File: src/verilog/ecc_irq_pkg.sv
// What this block does
// - With the debug-unlock enable bit 0 set and the status lock indication high, raise an irq.
// - A flash ECC error sets bit 2 of the error flags; writing 1 clears it; reset 0.
// - A cache ECC error sets bit 1 of the error flags; writing 1 clears it; reset 0.
// - A RAM ECC error sets bit 0 of the error flags; writing 1 clears it; reset 0.
// - A flash correctable error sets bit 2 of the correctable flags; W1C; reset 0.
// - A cache correctable error sets bit 1 of the correctable flags; W1C; reset 0.
// - A RAM correctable error sets bit 0 of the correctable flags; W1C; reset 0.
// - Bit 2 of the ECC irq enable is a read/write flash enable, reset 0.
// - Bit 1 of the ECC irq enable is a read/write cache enable, reset 0.
// - Bit 0 of the ECC irq enable is a read/write RAM enable, reset 0.
package ecc_irq_pkg;
    localparam logic [7:0] sys_irq_en_off = 8'h54;
    localparam logic [7:0] err_flags_off = 8'h64;
    localparam logic [7:0] ced_flags_off = 8'h68;
    localparam logic [7:0] ecc_irq_en_off = 8'h6c;
    localparam int unlock_en_bit = 0;
    localparam int ram_bit = 0;
    localparam int cache_bit = 1;
    localparam int flash_bit = 2;
    localparam int src_count = 3;
    localparam logic [2:0] flags_reset = 3'h0;
    localparam logic unlock_en_reset = 1'b0;
endpackage : ecc_irq_pkg

File: src/verilog/w1c_flags_if.sv
`timescale 1ns/100ps
interface w1c_flags_if;
    logic [2:0] set_evt;
    logic [2:0] clr;
    logic [2:0] flags;
    modport owner (input set_evt, input clr, output flags);
    modport user (output set_evt, output clr, input flags);
endinterface : w1c_flags_if

File: src/verilog/w1c_flags.sv
`timescale 1ns/100ps
module w1c_flags
    import ecc_irq_pkg::*;
(
    // clock and reset
    input wire logic mclk,
    input wire logic rst_n,
    // flag access
    w1c_flags_if.owner fl
);
    logic [2:0] flags_reg;
    logic [2:0] flags_next;

    always_comb begin
        // set wins over clear
        flags_next = (flags_reg & ~fl.clr) | fl.set_evt;
    end

    always_ff @(posedge mclk or negedge rst_n) begin
        if (!rst_n) begin
            flags_reg <= flags_reset;
        end else begin
            flags_reg <= flags_next;
        end
    end

    assign fl.flags = flags_reg;

    set_wins_a: assert property (@(posedge mclk) disable iff (!rst_n)
        |fl.set_evt |=> ((flags_reg & $past(fl.set_evt)) == $past(fl.set_evt)))
        else $error("event lost");
    clear_works_a: assert property (@(posedge mclk) disable iff (!rst_n)
        (|(fl.clr & ~fl.set_evt)) |=> ((flags_reg & $past(fl.clr & ~fl.set_evt)) == 3'h0))
        else $error("flag not cleared");
    hold_zero_a: assert property (@(posedge mclk) disable iff (!rst_n)
        (fl.clr == 3'h0) |=> ((flags_reg & $past(flags_reg)) == $past(flags_reg)))
        else $error("flag lost without clear");
endmodule : w1c_flags

File: src/verilog/ecc_irq_ctrl.sv
// Added by the designer: register access over Wishbone.
`timescale 1ns/100ps
module ecc_irq_ctrl
    import ecc_irq_pkg::*;
(
    // clock and reset
    input wire logic mclk,
    input wire logic reset_n,
    // wishbone slave
    input wire logic wb_cyc_i,
    input wire logic wb_stb_i,
    input wire logic wb_we_i,
    input wire logic [7:0] wb_adr_i,
    input wire logic [3:0] wb_sel_i,
    input wire logic [31:0] wb_dat_i,
    output logic [31:0] wb_dat_o,
    output logic wb_ack_o,
    output logic wb_err_o,
    // ecc events, one bit per source
    input wire logic [2:0] ecc_err_evt,
    input wire logic [2:0] ecc_ced_evt,
    // lock indication
    input wire logic status_lock,
    // interrupts
    output logic ecc_irq,
    output logic unlock_irq
);
    // =========================================
    // reset synchroniser
    logic [1:0] rst_sync_reg;
    logic rst_n;

    always_ff @(posedge mclk or negedge reset_n) begin
        if (!reset_n) begin
            rst_sync_reg <= 2'b00;
        end else begin
            rst_sync_reg <= {rst_sync_reg[0], 1'b1};
        end
    end
    assign rst_n = rst_sync_reg[1];

    // =========================================
    // bus decode
    logic req;
    logic wr_ok;
    logic hit;
    assign req = wb_cyc_i & wb_stb_i & ~wb_ack_o & ~wb_err_o;
    assign hit = (wb_adr_i == sys_irq_en_off) || (wb_adr_i == err_flags_off) ||
                 (wb_adr_i == ced_flags_off) || (wb_adr_i == ecc_irq_en_off);
    assign wr_ok = req & hit & wb_we_i & wb_sel_i[0];

    // =========================================
    // sticky flags
    w1c_flags_if err_if ();
    w1c_flags_if ced_if ();

    assign err_if.set_evt = ecc_err_evt;
    assign ced_if.set_evt = ecc_ced_evt;
    // only ones clear; zeros leave the flag
    assign err_if.clr = (wr_ok && wb_adr_i == err_flags_off) ? wb_dat_i[2:0] : 3'h0;
    assign ced_if.clr = (wr_ok && wb_adr_i == ced_flags_off) ? wb_dat_i[2:0] : 3'h0;

    w1c_flags err_flags_u (
        .mclk(mclk),
        .rst_n(rst_n),
        .fl(err_if.owner)
    );
    w1c_flags ced_flags_u (
        .mclk(mclk),
        .rst_n(rst_n),
        .fl(ced_if.owner)
    );

    // =========================================
    // control registers and bus answer
    logic unlock_en_reg;
    logic unlock_en_next;
    logic [2:0] ecc_en_reg;
    logic [2:0] ecc_en_next;
    logic ack_reg;
    logic ack_next;
    logic err_reg;
    logic err_next;
    logic [31:0] rdata_reg;
    logic [31:0] rdata_next;
    logic ecc_irq_reg;
    logic ecc_irq_next;
    logic unlock_irq_reg;
    logic unlock_irq_next;

    always_comb begin
        unlock_en_next = unlock_en_reg;
        ecc_en_next = ecc_en_reg;
        if (wr_ok && wb_adr_i == sys_irq_en_off) begin
            unlock_en_next = wb_dat_i[unlock_en_bit];
        end
        if (wr_ok && wb_adr_i == ecc_irq_en_off) begin
            ecc_en_next = wb_dat_i[2:0];
        end
        ack_next = req & hit;
        err_next = req & ~hit;
        rdata_next = 32'h0000_0000;
        if (req && hit && !wb_we_i) begin
            case (wb_adr_i)
                sys_irq_en_off: rdata_next = {31'h0000_0000, unlock_en_reg};
                err_flags_off: rdata_next = {29'h0000_0000, err_if.flags};
                ced_flags_off: rdata_next = {29'h0000_0000, ced_if.flags};
                ecc_irq_en_off: rdata_next = {29'h0000_0000, ecc_en_reg};
                default: rdata_next = 32'h0000_0000;
            endcase
        end
        ecc_irq_next = |(err_if.flags & ecc_en_reg);
        unlock_irq_next = unlock_en_reg & status_lock;
    end

    always_ff @(posedge mclk or negedge rst_n) begin
        if (!rst_n) begin
            unlock_en_reg <= unlock_en_reset;
            ecc_en_reg <= flags_reset;
            ack_reg <= 1'b0;
            err_reg <= 1'b0;
            rdata_reg <= 32'h0000_0000;
            ecc_irq_reg <= 1'b0;
            unlock_irq_reg <= 1'b0;
        end else begin
            unlock_en_reg <= unlock_en_next;
            ecc_en_reg <= ecc_en_next;
            ack_reg <= ack_next;
            err_reg <= err_next;
            rdata_reg <= rdata_next;
            ecc_irq_reg <= ecc_irq_next;
            unlock_irq_reg <= unlock_irq_next;
        end
    end

    assign wb_ack_o = ack_reg;
    assign wb_err_o = err_reg;
    assign wb_dat_o = rdata_reg;
    assign ecc_irq = ecc_irq_reg;
    assign unlock_irq = unlock_irq_reg;

    // =========================================
    // checks
    unlock_irq_a: assert property (@(posedge mclk) disable iff (!rst_n)
        unlock_irq == $past(unlock_en_reg & status_lock))
        else $error("unlock irq wrong");
    ecc_irq_a: assert property (@(posedge mclk) disable iff (!rst_n)
        ecc_irq == $past(|(err_if.flags & ecc_en_reg)))
        else $error("ecc irq wrong");
    flash_err_a: assert property (@(posedge mclk) disable iff (!rst_n)
        ecc_err_evt[flash_bit] |=> err_if.flags[flash_bit])
        else $error("flash error flag not set");
    cache_err_a: assert property (@(posedge mclk) disable iff (!rst_n)
        ecc_err_evt[cache_bit] |=> err_if.flags[cache_bit])
        else $error("cache error flag not set");
    ram_err_a: assert property (@(posedge mclk) disable iff (!rst_n)
        ecc_err_evt[ram_bit] |=> err_if.flags[ram_bit])
        else $error("ram error flag not set");
    flash_ced_a: assert property (@(posedge mclk) disable iff (!rst_n)
        ecc_ced_evt[flash_bit] |=> ced_if.flags[flash_bit])
        else $error("flash correctable flag not set");
    cache_ced_a: assert property (@(posedge mclk) disable iff (!rst_n)
        ecc_ced_evt[cache_bit] |=> ced_if.flags[cache_bit])
        else $error("cache correctable flag not set");
    ram_ced_a: assert property (@(posedge mclk) disable iff (!rst_n)
        ecc_ced_evt[ram_bit] |=> ced_if.flags[ram_bit])
        else $error("ram correctable flag not set");
    enable_write_a: assert property (@(posedge mclk) disable iff (!rst_n)
        (wr_ok && wb_adr_i == ecc_irq_en_off) |=> ecc_en_reg == $past(wb_dat_i[2:0]))
        else $error("enable write lost");
    ack_one_a: assert property (@(posedge mclk) disable iff (!rst_n)
        wb_ack_o |=> !wb_ack_o)
        else $error("ack longer than one cycle");
    err_one_a: assert property (@(posedge mclk) disable iff (!rst_n)
        wb_err_o |=> !wb_err_o)
        else $error("err longer than one cycle");
    mapped_ack_a: assert property (@(posedge mclk) disable iff (!rst_n)
        (req && hit) |=> (wb_ack_o && !wb_err_o))
        else $error("mapped access not acked");
    unmapped_err_a: assert property (@(posedge mclk) disable iff (!rst_n)
        (req && !hit) |=> (wb_err_o && !wb_ack_o))
        else $error("unmapped access not refused");
    rdata_idle_a: assert property (@(posedge mclk) disable iff (!rst_n)
        !wb_ack_o |-> (wb_dat_o == 32'h0000_0000))
        else $error("read data not zero while idle");
    unlock_write_a: assert property (@(posedge mclk) disable iff (!rst_n)
        (wr_ok && wb_adr_i == sys_irq_en_off) |=> unlock_en_reg == $past(wb_dat_i[0]))
        else $error("unlock enable write lost");
    sel_gate_a: assert property (@(posedge mclk) disable iff (!rst_n)
        (req && wb_we_i && !wb_sel_i[0]) |=> $stable(ecc_en_reg))
        else $error("write without lane 0 took effect");
endmodule : ecc_irq_ctrl

File: config.mk
export PLATFORM = sky130hd
export DESIGN_NAME = ecc_irq_ctrl
export DESIGN_NICKNAME = d
export VERILOG_FILES = /design/src/verilog/ecc_irq_pkg.sv /design/src/verilog/w1c_flags_if.sv /design/src/verilog/w1c_flags.sv /design/src/verilog/ecc_irq_ctrl.sv
export SDC_FILE = /design/constraint.sdc
export NUM_CORES = 1
export LEC_CHECK = 0
export BUFFER_PORTS_ARGS = -buffer_cell sky130_fd_sc_hd__buf_2
export CAP_MARGIN = 20
export CORE_UTILIZATION = 35
export DETAILED_ROUTE_END_ITERATION = 8
export GPL_TIMING_DRIVEN = 0
export MAX_ROUTING_LAYER = met4
export PLACE_DENSITY = 0.76
export SYNTH_ARGS = -nofsm -noshare
export SYNTH_HDL_FRONTEND = slang
export SYNTH_HIERARCHICAL = 1
export SYNTH_SLANG_ARGS = --single-unit
File: constraint.sdc
create_clock -name mclk -period 0.8 [get_ports mclk]
set_input_delay 0.04 -clock mclk [delete_from_list [all_inputs] [get_ports mclk]]
set_output_delay 0.04 -clock mclk [all_outputs]
set_load 0.005 [all_outputs]
==> run metrics, run 1 <==
Worst Max-Slew Pin Slew=0.657 ns; Iter 0 DRT Violations=13; CTS tree=done; Worst path top cell family by delay=simple AND/OR/NAND/NOR gates; IO Port Bufs=29; DRC=0; 1st-pass router iterations=4; status=finished, violations left; WL/cell=approximately 9.8 um; Final Max Slew Viols=0; I/O pins=92; Post-CTS Hold Fix Bufs=10; GRT met1 Usage=15.5%; worst hold margin=-0.0362 ns; first-pass GRT wire length=3.65 mm; Cells after Synth=114; CTS H-tree lvls=1; Tot GR Track Use=14.3%; Reg clk slew, reported paths=0.11 ns; CP cell instances=and4bb_2, nand4_1, buf_6, nor3_2, inv_1, a21o_1; Max-cap violations=0; crit path launch type=register; critical path type=reg -> reg; wirelength, routed=around 2.3 mm; Total Power=1.86 mW; Vias/cell=4.09; Initial Utilization=37.4%; Bufs on Longest Clock Path=2; largest area contributor in the netlist=dfrtp_1; RSZ-0062 raised after global routing=yes; final antenna-violating net count=0; Worst Path Buf+Inv=2; Final setup viols=23; Setup WS post-layout=-0.719 ns; layout cells sized above 1=47.4%; crit path time final=between 1.5 and 2 ns; synth-to-layout area growth=47.9%; # clock sinks=19; Die Ht=59.3 um; grt met2 use=25.4%; Slowest-stage cell, CP=dfrtp_1; largest net degree at the start of global routing=18; die area=approximately 3500 um2; Seq cells post-synth=19; Final Hold Viols=3; synth top area cells=dfrtp_1 41%, buf_4 19%, mux2_2 6.9%, a21o_1 4.6%, inv_1 3.6%; GR peak layer=met2; HPWL after detailed placement=between 1.5 and 2 mm; Post-Layout Inst Area=1700 um2; vias in the first global route=885; clock skew=approximately 0.0067 ns; Critical Path Max Stage Delay=around 0.4 ns; maximum clock rate=approximately 660 MHz; CORE AREA=between 3000 and 4000 um2; # diodes=0; Yosys cell types=28; pwr dens=1090 nW/um2; normalized max-slew margin=56.2%; Post-Synthesis Cell Area=1150 um2; final period utilization=190%; commonest non-fill, non-tap cells in the layout=33 x buf_4, 30 x conb_1, 29 x buf_2; most common cell after layout, fill and taps aside=buf_4; Chip Width=59.3 um; crit path DAT=around 1.7 ns; Setup crit end kind=register; Skew-Pair Late Insertion Delay=0.30 ns; TNS Setup=-8.76 ns; fill count=295; maximum vdd drop=about 0.95 mV; P_leak=0.878 nW; synth warn=6; Synth top area share=41.3%; CTS buffer count=3; initial antenna violation count=0; routed via count=958; Synth Area per Inst=10.1 um2; Worst Path Max Fanout=6; Hold Crit Class=in -> reg; row count=20; Nets=247; sequential share of the synthesized area=41.3%; GRT Residual Overflow=0; CTS root buf=clkbuf_4; placed cell areas=between 1000 and 1500 um2; GR Util met3=4.37%; GP Congestion=0.772; failing checks=hold timing, setup timing; WP data required=1.00 ns
-- final cells by class --
type	count	area, um2	share of cell area (%)
inverters	11	41.3	2.43
flip-flops and latches	19	475	28.0
well taps	44	55.1	3.24
repair buffers	44	290	17.1
multi-input cells	81	579	34.1
clock buffers	4	26.3	1.55
plain buffers	31	233	13.7
-- power by group --
| group | switching [mW] | total [mW] | leakage (nW) | internal [mW] |
|---|---|---|---|---|
| combinational | 0.161 | 0.380 | 0.635 | 0.219 |
| sequential | 0.0190 | 0.989 | 0.229 | 0.970 |
| clock | 0.295 | 0.490 | 0.0150 | 0.195 |
| total | 0.475 | 1.86 | 0.878 | 1.38 |
-- layer usage --
layer / up-vias / routed length (um)
li1: 484 / -
met1: 434 / 935
met2: 36 / 1170
met3: 4 / 174
met4: 0 / 16
met5: - / 0
-- cell usage after synthesis --
cell type,n
buf_4,29
dfrtp_1,19
inv_1,11
a21o_1,7
mux2_2,7
nor3_1,6
nand4_1,4
a21oi_1,2
a22oi_1,2
and2_1,2
and3b_1,2
and4bb_2,2
conb_1,2
nand2_1,2
nor2_1,2
nor2b_1,2
nor4_1,2
a2111oi_2,1
a222oi_1,1
and4b_1,1
buf_2,1
clkbuf_1,1
nand2b_1,1
nand3_1,1
nor4b_4,1
o2111ai_1,1
o211ai_1,1
or2_2,1
-- per-stage QoR --
stage | setup WS (ns) | cells | utilization [%]
3_3_place_gp | -0.754 | 215 | 47.6
4_1_cts | -0.665 | 233 | 54.8
5_1_grt | -0.760 | 234 | 55.2
6_report | -0.719 | 234 | 55.2
3_5_place_dp | -0.795 | 215 | 47.6
2_1_floorplan | -0.627 | 142 | -
-- worst paths after layout --
check | cells past startpoint | slack (ns) | end | from
worst max-delay path | 6 | -0.72 | err_flags_u/fl.flags[2] | wb_err_o
worst max register to register | 6 | -0.72 | err_flags_u/fl.flags[2] | wb_err_o
worst min register to register | 0 | 0.27 | ced_flags_u/fl.flags[0] | rst_sync_reg[1]
max in group asynchronous | 0 | 0.11 | ecc_en_reg[0] | rst_sync_reg[1]
worst min-delay path | 2 | -0.04 | wb_dat_o[1] | wb_we_i
min in group asynchronous | 2 | 0.03 | rst_sync_reg[0] | reset_n
-- cells by family after synthesis --
logic type	after synthesis	synth area share, %
other	2	0.653
and+or+nand+nor	29	17.5
muxes	7	6.86
AOI/OAI and AO/OA	15	10.3
DFF	19	41.3
buffers and inverters	42	23.3
-- repair_timing --
item,in CTS,in global routing
pin swaps,8,2
setup buffers,4,1
endpoints found under the setup margin,23,40
resized for setup,13,1
endpoints found under the hold margin,14,3
(Power assumes the default switching activity.)
==> inputs of run 2 (changes only) <==
--- a/config.mk
+++ b/config.mk
@@ -5,9 +5,10 @@
 export SDC_FILE = /design/constraint.sdc
 export NUM_CORES = 1
 export LEC_CHECK = 0
+export ABC_AREA = 1
 export BUFFER_PORTS_ARGS = -buffer_cell sky130_fd_sc_hd__buf_2
 export CAP_MARGIN = 20
-export CORE_UTILIZATION = 35
+export CORE_UTILIZATION = 36
 export DETAILED_ROUTE_END_ITERATION = 8
 export GPL_TIMING_DRIVEN = 0
 export MAX_ROUTING_LAYER = met4
==> run metrics, run 2 <==
simple-gate area share of the yosys netlist=26.1% (+8.5 points); clock skew=0.00166 ns (-0.00507 ns); Iter 0 DRT Violations=8 (-5); Final Max Slew Viols=0 (unchanged); Reg clk slew, reported paths=0.10 ns (about the same); Reg2Reg Depth=6 (unchanged); worst hold margin=0.0258 ns (+0.0620 ns); routed via count=1015 (+5.9%); most common cell after layout, fill and taps aside=nand2_1; Hold Crit Class=in -> reg; WHS Path Cells=4 (+2); Max-cap violations=0 (unchanged); sequential share of the synthesized area=39.5% (-1.9 points); CTS buffer count=3 (unchanged); 1st-pass router iterations=4 (unchanged); synth warn=6 (unchanged); largest family of logic cells by synthesized area=buffers and inverters; multi-input gate area in the final layout=504 um2 (-13%); Worst Max-Slew Pin Slew=0.670 ns (+0.0122 ns); mux cell area share after synthesis=0% (-6.9 points); Synth Area per Inst=7.48 um2 (-26%); GP Congestion=0.851 (+10%); # diodes=0 (unchanged); WP data required=0.99 ns (about the same); Post-synth top cells=40 x nand2_1, 32 x inv_1, 29 x buf_4; CP cell instances=nor2_1, nand3_2, inv_1, nand4_2, nand2_1, o21ai_1; final period utilization=159% (-31 points); Yosys cell types=21 (-25%); Post-Layout Inst Area=1640 um2 (-3.3%); die area=3580 um2 (+1.8%); DRC=0 (unchanged); Worst path top cell family by delay=simple AND/OR/NAND/NOR gates; CTS tree=done; worst reg2reg setup slack=-0.47 ns (+0.25 ns); initial antenna violation count=0 (unchanged); Final setup viols=22 (-4.3%); pwr dens=1070 nW/um2 (-1.8%); Worst Path Max Fanout=6 (unchanged); Hold Crit Start=wb_we_i; Die Ht=59.9 um (+0.90%); fill count=324 (+9.8%); row count=20 (unchanged); vias in the first global route=899 (+1.6%); Cells after Synth=161 (+41%); CORE AREA=3100 um2 (+0.81%); Sw Pwr=0.423 mW (-11%); maximum clock rate=788 MHz (+20%); failing checks=setup timing; IO Port Bufs=30 (+3.4%); maximum vdd drop=0.773 mV (-19%); # clock sinks=19 (unchanged); worst reg2reg path endpoint=ecc_en_reg[2]; Post-Synth Adder-Cell Area=0% (unchanged); Slowest-stage cell, CP=dfrtp_1; P_leak=1.03 nW (+17%); Nets=289 (+17%); Tot GR Track Use=12.9% (-1.5 points); pre-CTS WS=-0.494 ns (+0.301 ns); wirelength, routed=2.09 mm (-9.2%); CTS H-tree lvls=1 (unchanged); layout cells sized above 1=34.1% (-13 points); Synth top area share=39.5% (-1.9 points); launch point of the worst reg-to-reg path=wb_err_o; EDFF count, synth=0 (unchanged); Setup WS post-layout=-0.469 ns (+0.250 ns); CTS root buf=clkbuf_4; ys flop type=dfrtp_1; Skew-Pair Late Insertion Delay=0.29 ns (about the same); placed cell areas=1520 um2 (+3.8%); clock share of power=26.5% (+0.2 points); critical path type=reg -> reg; register area=475 um2 (unchanged); crit path time final=1.27 ns (-0.250 ns); Worst Path Buf+Inv=1 (-1); count leader, synth=nand2_1; status=finished, violations left; Synth Area in Compound Gates=5.19% (-5.1 points); Total Power=1.76 mW (-5.1%); Comb pwr share=17.5% (-2.9 points); GRT Residual Overflow=0 (unchanged); largest net degree at the start of global routing=18 (unchanged); Seq cells post-synth=19 (unchanged); WL/cell=7.56 um (-23%); share of power burned in registers=56.0% (+2.8 points); synth top area cells=dfrtp_1 39%, buf_4 18%, nand2_1 12%, inv_1 10%, nor2_1 3.7%; first-pass GRT wire length=3.41 mm (-6.6%); cell-internal power=1.34 mW (-3.0%); Setup crit end kind=register; crit path DAT=1.45 ns (-0.27 ns); Vias/cell=3.68 (-10%); HPWL after detailed placement=1.65 mm (-4.8%); Initial Utilization=38.8% (+1.5 points); final antenna-violating net count=0 (unchanged); Post-Synthesis Cell Area=1200 um2 (+4.8%); xor and xnor area share after synthesis=0% (unchanged); Final Hold Viols=0 (-3); normalized max-slew margin=55.4% (-0.81 points); Chip Width=59.9 um (+0.90%); crit path launch type=register; Bufs on Longest Clock Path=2 (unchanged); Hold EP=wb_dat_o[0]; synth-to-layout area growth=36.4%; I/O pins=92 (unchanged); commonest non-fill, non-tap cells in the layout=40 x nand2_1, 32 x inv_1, 30 x buf_4, 30 x conb_1, 30 x buf_2; ys async rst share=100% (unchanged); largest area contributor in the netlist=dfrtp_1; TNS Setup=-5.95 ns (+2.82 ns); RSZ-0062 raised after global routing=yes; sw frac=23.9% (-1.6 points); Critical Path Max Stage Delay=0.38 ns (-0.02 ns)
[run 2: final cells by class]
class	count	area share, %
tap	44	3.35
inverter	34	7.76
sequential	19	28.9
multi-input combinational	107	30.7
clock buffer	4	1.60
timing repair buffer	39	14.5
buffer	29	13.2
[run 2: what timing repair did]
| item | CTS | global route |
|---|---|---|
| gates resized for setup | 0 | 2 |
| setup buffers | 1 | 0 |
| setup endpoints to repair | 22 | 39 |
| hold endpoints to repair | 9 | 0 |
| hold buffers | 8 | 0 |
| pin swaps | 3 | 4 |
[run 2: cell families (layout without fill, tap and decap cells)]
logic type | Yosys count | after routing
other | 2 | 30
AND/OR/NAND/NOR | 66 | 66
flip-flops | 19 | 19
buffers and inverters | 63 | 106
AO/OA/AOI/OAI | 11 | 11
[run 2: power groups by stage]
stage	sequential, mW	clock [mW]	combinational, mW
floorplan	1.01	0	0.197
global placement	1.01	0	0.270
detailed placement	1.01	0	0.272
CTS	0.990	0.489	0.304
global route	0.994	0.511	0.351
finish	0.988	0.467	0.310
[run 2: worst max path at each step]
stage                     start                      end  depth (start not counted)
floorplan              wb_ack_o  err_flags_u/fl.flags[1]                          8
global placement    wb_adr_i[0]  ced_flags_u/fl.flags[0]                         13
detailed placement  wb_adr_i[0]  err_flags_u/fl.flags[2]                         13
CTS                    wb_err_o  err_flags_u/fl.flags[2]                          8
global route           wb_err_o  err_flags_u/fl.flags[0]                          8
finish                 wb_err_o            ecc_en_reg[2]                          6
[run 2: worst reg2reg max path, cell delays in order (launching register included)]
cell	delay, ns
dfrtp_1	0.38
nor2_1	0.12
nand3_2	0.16
inv_1	0.14
nand4_2	0.19
nand2_1	0.11
o21ai_1	0.06
[run 2: layer usage]
layer	global-route usage, %	vias up	share of wire (%)
li1	-	557	-
met3	3.90	0	6.9
met5	-	-	0
met1	14.3	423	42
met4	0	0	0
met2	23.8	35	51
[run 2: stage by stage]
step	util [%]	std cells
CTS	52.7	276
floorplan	-	189
finish	53.0	276
global route	53.0	276
global placement	49.0	263
detailed placement	49.0	263
==> inputs of run 3 (changes only) <==
--- a/config.mk
+++ b/config.mk
@@ -8,11 +8,11 @@
 export ABC_AREA = 1
 export BUFFER_PORTS_ARGS = -buffer_cell sky130_fd_sc_hd__buf_2
 export CAP_MARGIN = 20
-export CORE_UTILIZATION = 36
+export CORE_UTILIZATION = 40
 export DETAILED_ROUTE_END_ITERATION = 8
 export GPL_TIMING_DRIVEN = 0
 export MAX_ROUTING_LAYER = met4
-export PLACE_DENSITY = 0.76
+export PLACE_DENSITY = 0.83
 export SYNTH_ARGS = -nofsm -noshare
 export SYNTH_HDL_FRONTEND = slang
 export SYNTH_HIERARCHICAL = 1
==> constraint.sdc (replaced) <==
create_clock -name mclk -period 1.3 [get_ports mclk]
set_input_delay 0.065 -clock mclk [delete_from_list [all_inputs] [get_ports mclk]]
set_output_delay 0.065 -clock mclk [all_outputs]
set_load 0.005 [all_outputs]
==> run metrics, run 3 (synthesized netlist as in run 2, its figures left out) <==
Hold Crit Class=in -> reg; maximum vdd drop=0.569 mV (-26%); first-pass GRT wire length=3.20 mm (-6.1%); GR peak layer=met2; die area=3240 um2 (-9.7%); CTS tree=done; Bufs on Longest Clock Path=2 (unchanged); Reg clk slew, reported paths=0.11 ns (about the same); largest net degree at the start of global routing=18 (unchanged); Chip Width=56.9 um (-5.0%); Final setup viols=3 (-86%); worst reg2reg setup slack=-0.02 ns (+0.45 ns); Setup WS post-layout=-0.0168 ns (+0.452 ns); CORE AREA=2810 um2 (-9.6%); Tot GR Track Use=13.3% (+0.49 points); pwr dens=668 nW/um2 (-38%); IO Port Bufs=30 (unchanged); GRT met1 Usage=14.0% (-0.35 points); normalized max-slew margin=55.3% (-0.088 points); RSZ-0062 raised after global routing=yes; crit path time final=1.32 ns (+0.0479 ns); row count=19 (-5.0%); worst hold margin=0.0331 ns (+0.00730 ns); Worst setup startpoint=wb_ack_o; Final Util=58.3% (+5.3 points); WL/cell=7.49 um (-0.94%); DRC=6 (+6); failing checks=DRC, setup timing; Worst Path Max Fanout=4 (-2); CTS H-tree lvls=1 (unchanged); P_leak=1.04 nW (+1.2%); Critical Path Sink=err_flags_u/fl.flags[2]; GR Util met3=4.84% (+0.94 points); commonest non-fill, non-tap cells in the layout=40 x nand2_1, 32 x inv_1, 32 x buf_4; Final Hold Viols=0 (unchanged); clock skew=0.00585 ns (+0.00419 ns); Worst Max-Slew Pin Slew=0.671 ns (+0.00131 ns); Iter 0 DRT Violations=15 (+7); Setup crit end kind=register; Nets=291 (+0.69%); cell-internal power=0.826 mW (-38%); Sw Pwr=0.267 mW (-37%); critical path type=reg -> reg; vias in the first global route=828 (-7.9%); sw frac=24.4% (+0.48 points); placed cell areas=1500 um2 (-1.4%); share of power burned in registers=55.7% (-0.3 points); grt met2 use=23.7% (-0.11 points); Final Max Slew Viols=0 (unchanged); routed via count=1003 (-1.2%); # diodes=0 (unchanged); Skew-Pair Late Insertion Delay=0.30 ns (about the same); Post-Layout Inst Area=1640 um2 (-0.53%); wirelength, routed=1.99 mm (-4.9%); crit path DAT=1.51 ns (+0.06 ns); final period utilization=101% (-57 points); Max-cap violations=0 (unchanged); worst reg2reg path endpoint=err_flags_u/fl.flags[2]; # clock sinks=19 (unchanged); synth-to-layout area growth=35.7%; Initial Utilization=43.0% (+4.1 points); launch point of the worst reg-to-reg path=wb_ack_o; GRT Residual Overflow=0 (unchanged); crit path launch type=register; Die Ht=56.9 um (-5.0%); most common cell after layout, fill and taps aside=nand2_1; HPWL after detailed placement=1.59 mm (-3.8%); CTS buffer count=3 (unchanged); CTS root buf=clkbuf_4; pre-CTS WS=-0.0567 ns (+0.437 ns); clock share of power=27.1% (+0.6 points); 1st-pass router iterations=6 (+2); maximum clock rate=759 MHz (-3.6%); initial antenna violation count=0 (unchanged); Vias/cell=3.78 (+2.9%); Reg2Reg Depth=8 (+2); Comb pwr share=17.3% (-0.2 points); status=finished, violations left; layout cells sized above 1=34.6% (+0.56 points); Hold Crit Start=wb_dat_i[1]; I/O pins=92 (unchanged); WP data required=1.50 ns (+0.51 ns); final antenna-violating net count=0 (unchanged); GP Congestion=0.932 (+9.6%)
## run 3: cell types whose count changed in the layout (fill, tap and decap cells not counted), sizes merged
cell,previous run,this run
buf,60,62
## run 3: worst max-delay path, stage by stage, from the launching register on
cell and delay, ns:
dfrtp_1 0.39, nor2_1 0.13, nand3_2 0.16, nor2_8 0.17, nand3_2 0.12, nor2_1 0.11
inv_1 0.04, nand2_1 0.05, nand2_1 0.04
## run 3: stage by stage
step | std cells | total power [mW] | TNS, ns
finish | 265 | 1.09 | -0.0325
global route | 265 | 1.16 | -0.634
CTS | 262 | 1.10 | -0.000149
detailed placement | 250 | 0.787 | -0.242
global placement | 250 | 0.784 | -0.132
floorplan | 189 | 0.739 | 0
## run 3: final cells by class
cell class | count | area (um2)
fill | 255 | 1170
multi-input combinational | 107 | 497
sequential | 19 | 475
timing repair buffer | 41 | 253
buffer | 29 | 218
inverter | 34 | 128
tap | 31 | 38.8
clock buffer | 4 | 26.3
## run 3: routing by layer
metal	part of all wire [%]	wire (um)
met1	43	849
met2	49	976
met3	7.5	148
met4	0.50	10
met5	0	0
## run 3: repair_timing
action | in CTS | in global routing
hold buffers | 8 | 0
pin swaps | 2 | 2
endpoints found under the setup margin | 6 | 9
endpoints found under the hold margin | 9 | 0
resized for setup | 1 | 1
buffers inserted | 0 | 3
## run 3: power groups by stage
stage | logic (mW) | registers [mW] | clock network (mW)
after global routing | 0.212 | 0.611 | 0.339
final | 0.189 | 0.608 | 0.296
after global placement | 0.164 | 0.620 | 0
after CTS | 0.185 | 0.609 | 0.309
after floorplan | 0.121 | 0.618 | 0
after detailed placement | 0.166 | 0.621 | 0
## run 3: worst min-delay path by stage
| stage | end | slack, ns | cells past startpoint |
|---|---|---|---|
| after floorplan | rst_sync_reg[0] | -0.23 | 0 |
| after global placement | rst_sync_reg[0] | -0.15 | 1 |
| after detailed placement | rst_sync_reg[1] | -0.15 | 1 |
| after CTS | ecc_en_reg[1] | 0.04 | 3 |
| after global routing | ecc_en_reg[1] | 0.04 | 3 |
| final | ecc_en_reg[1] | 0.03 | 3 |
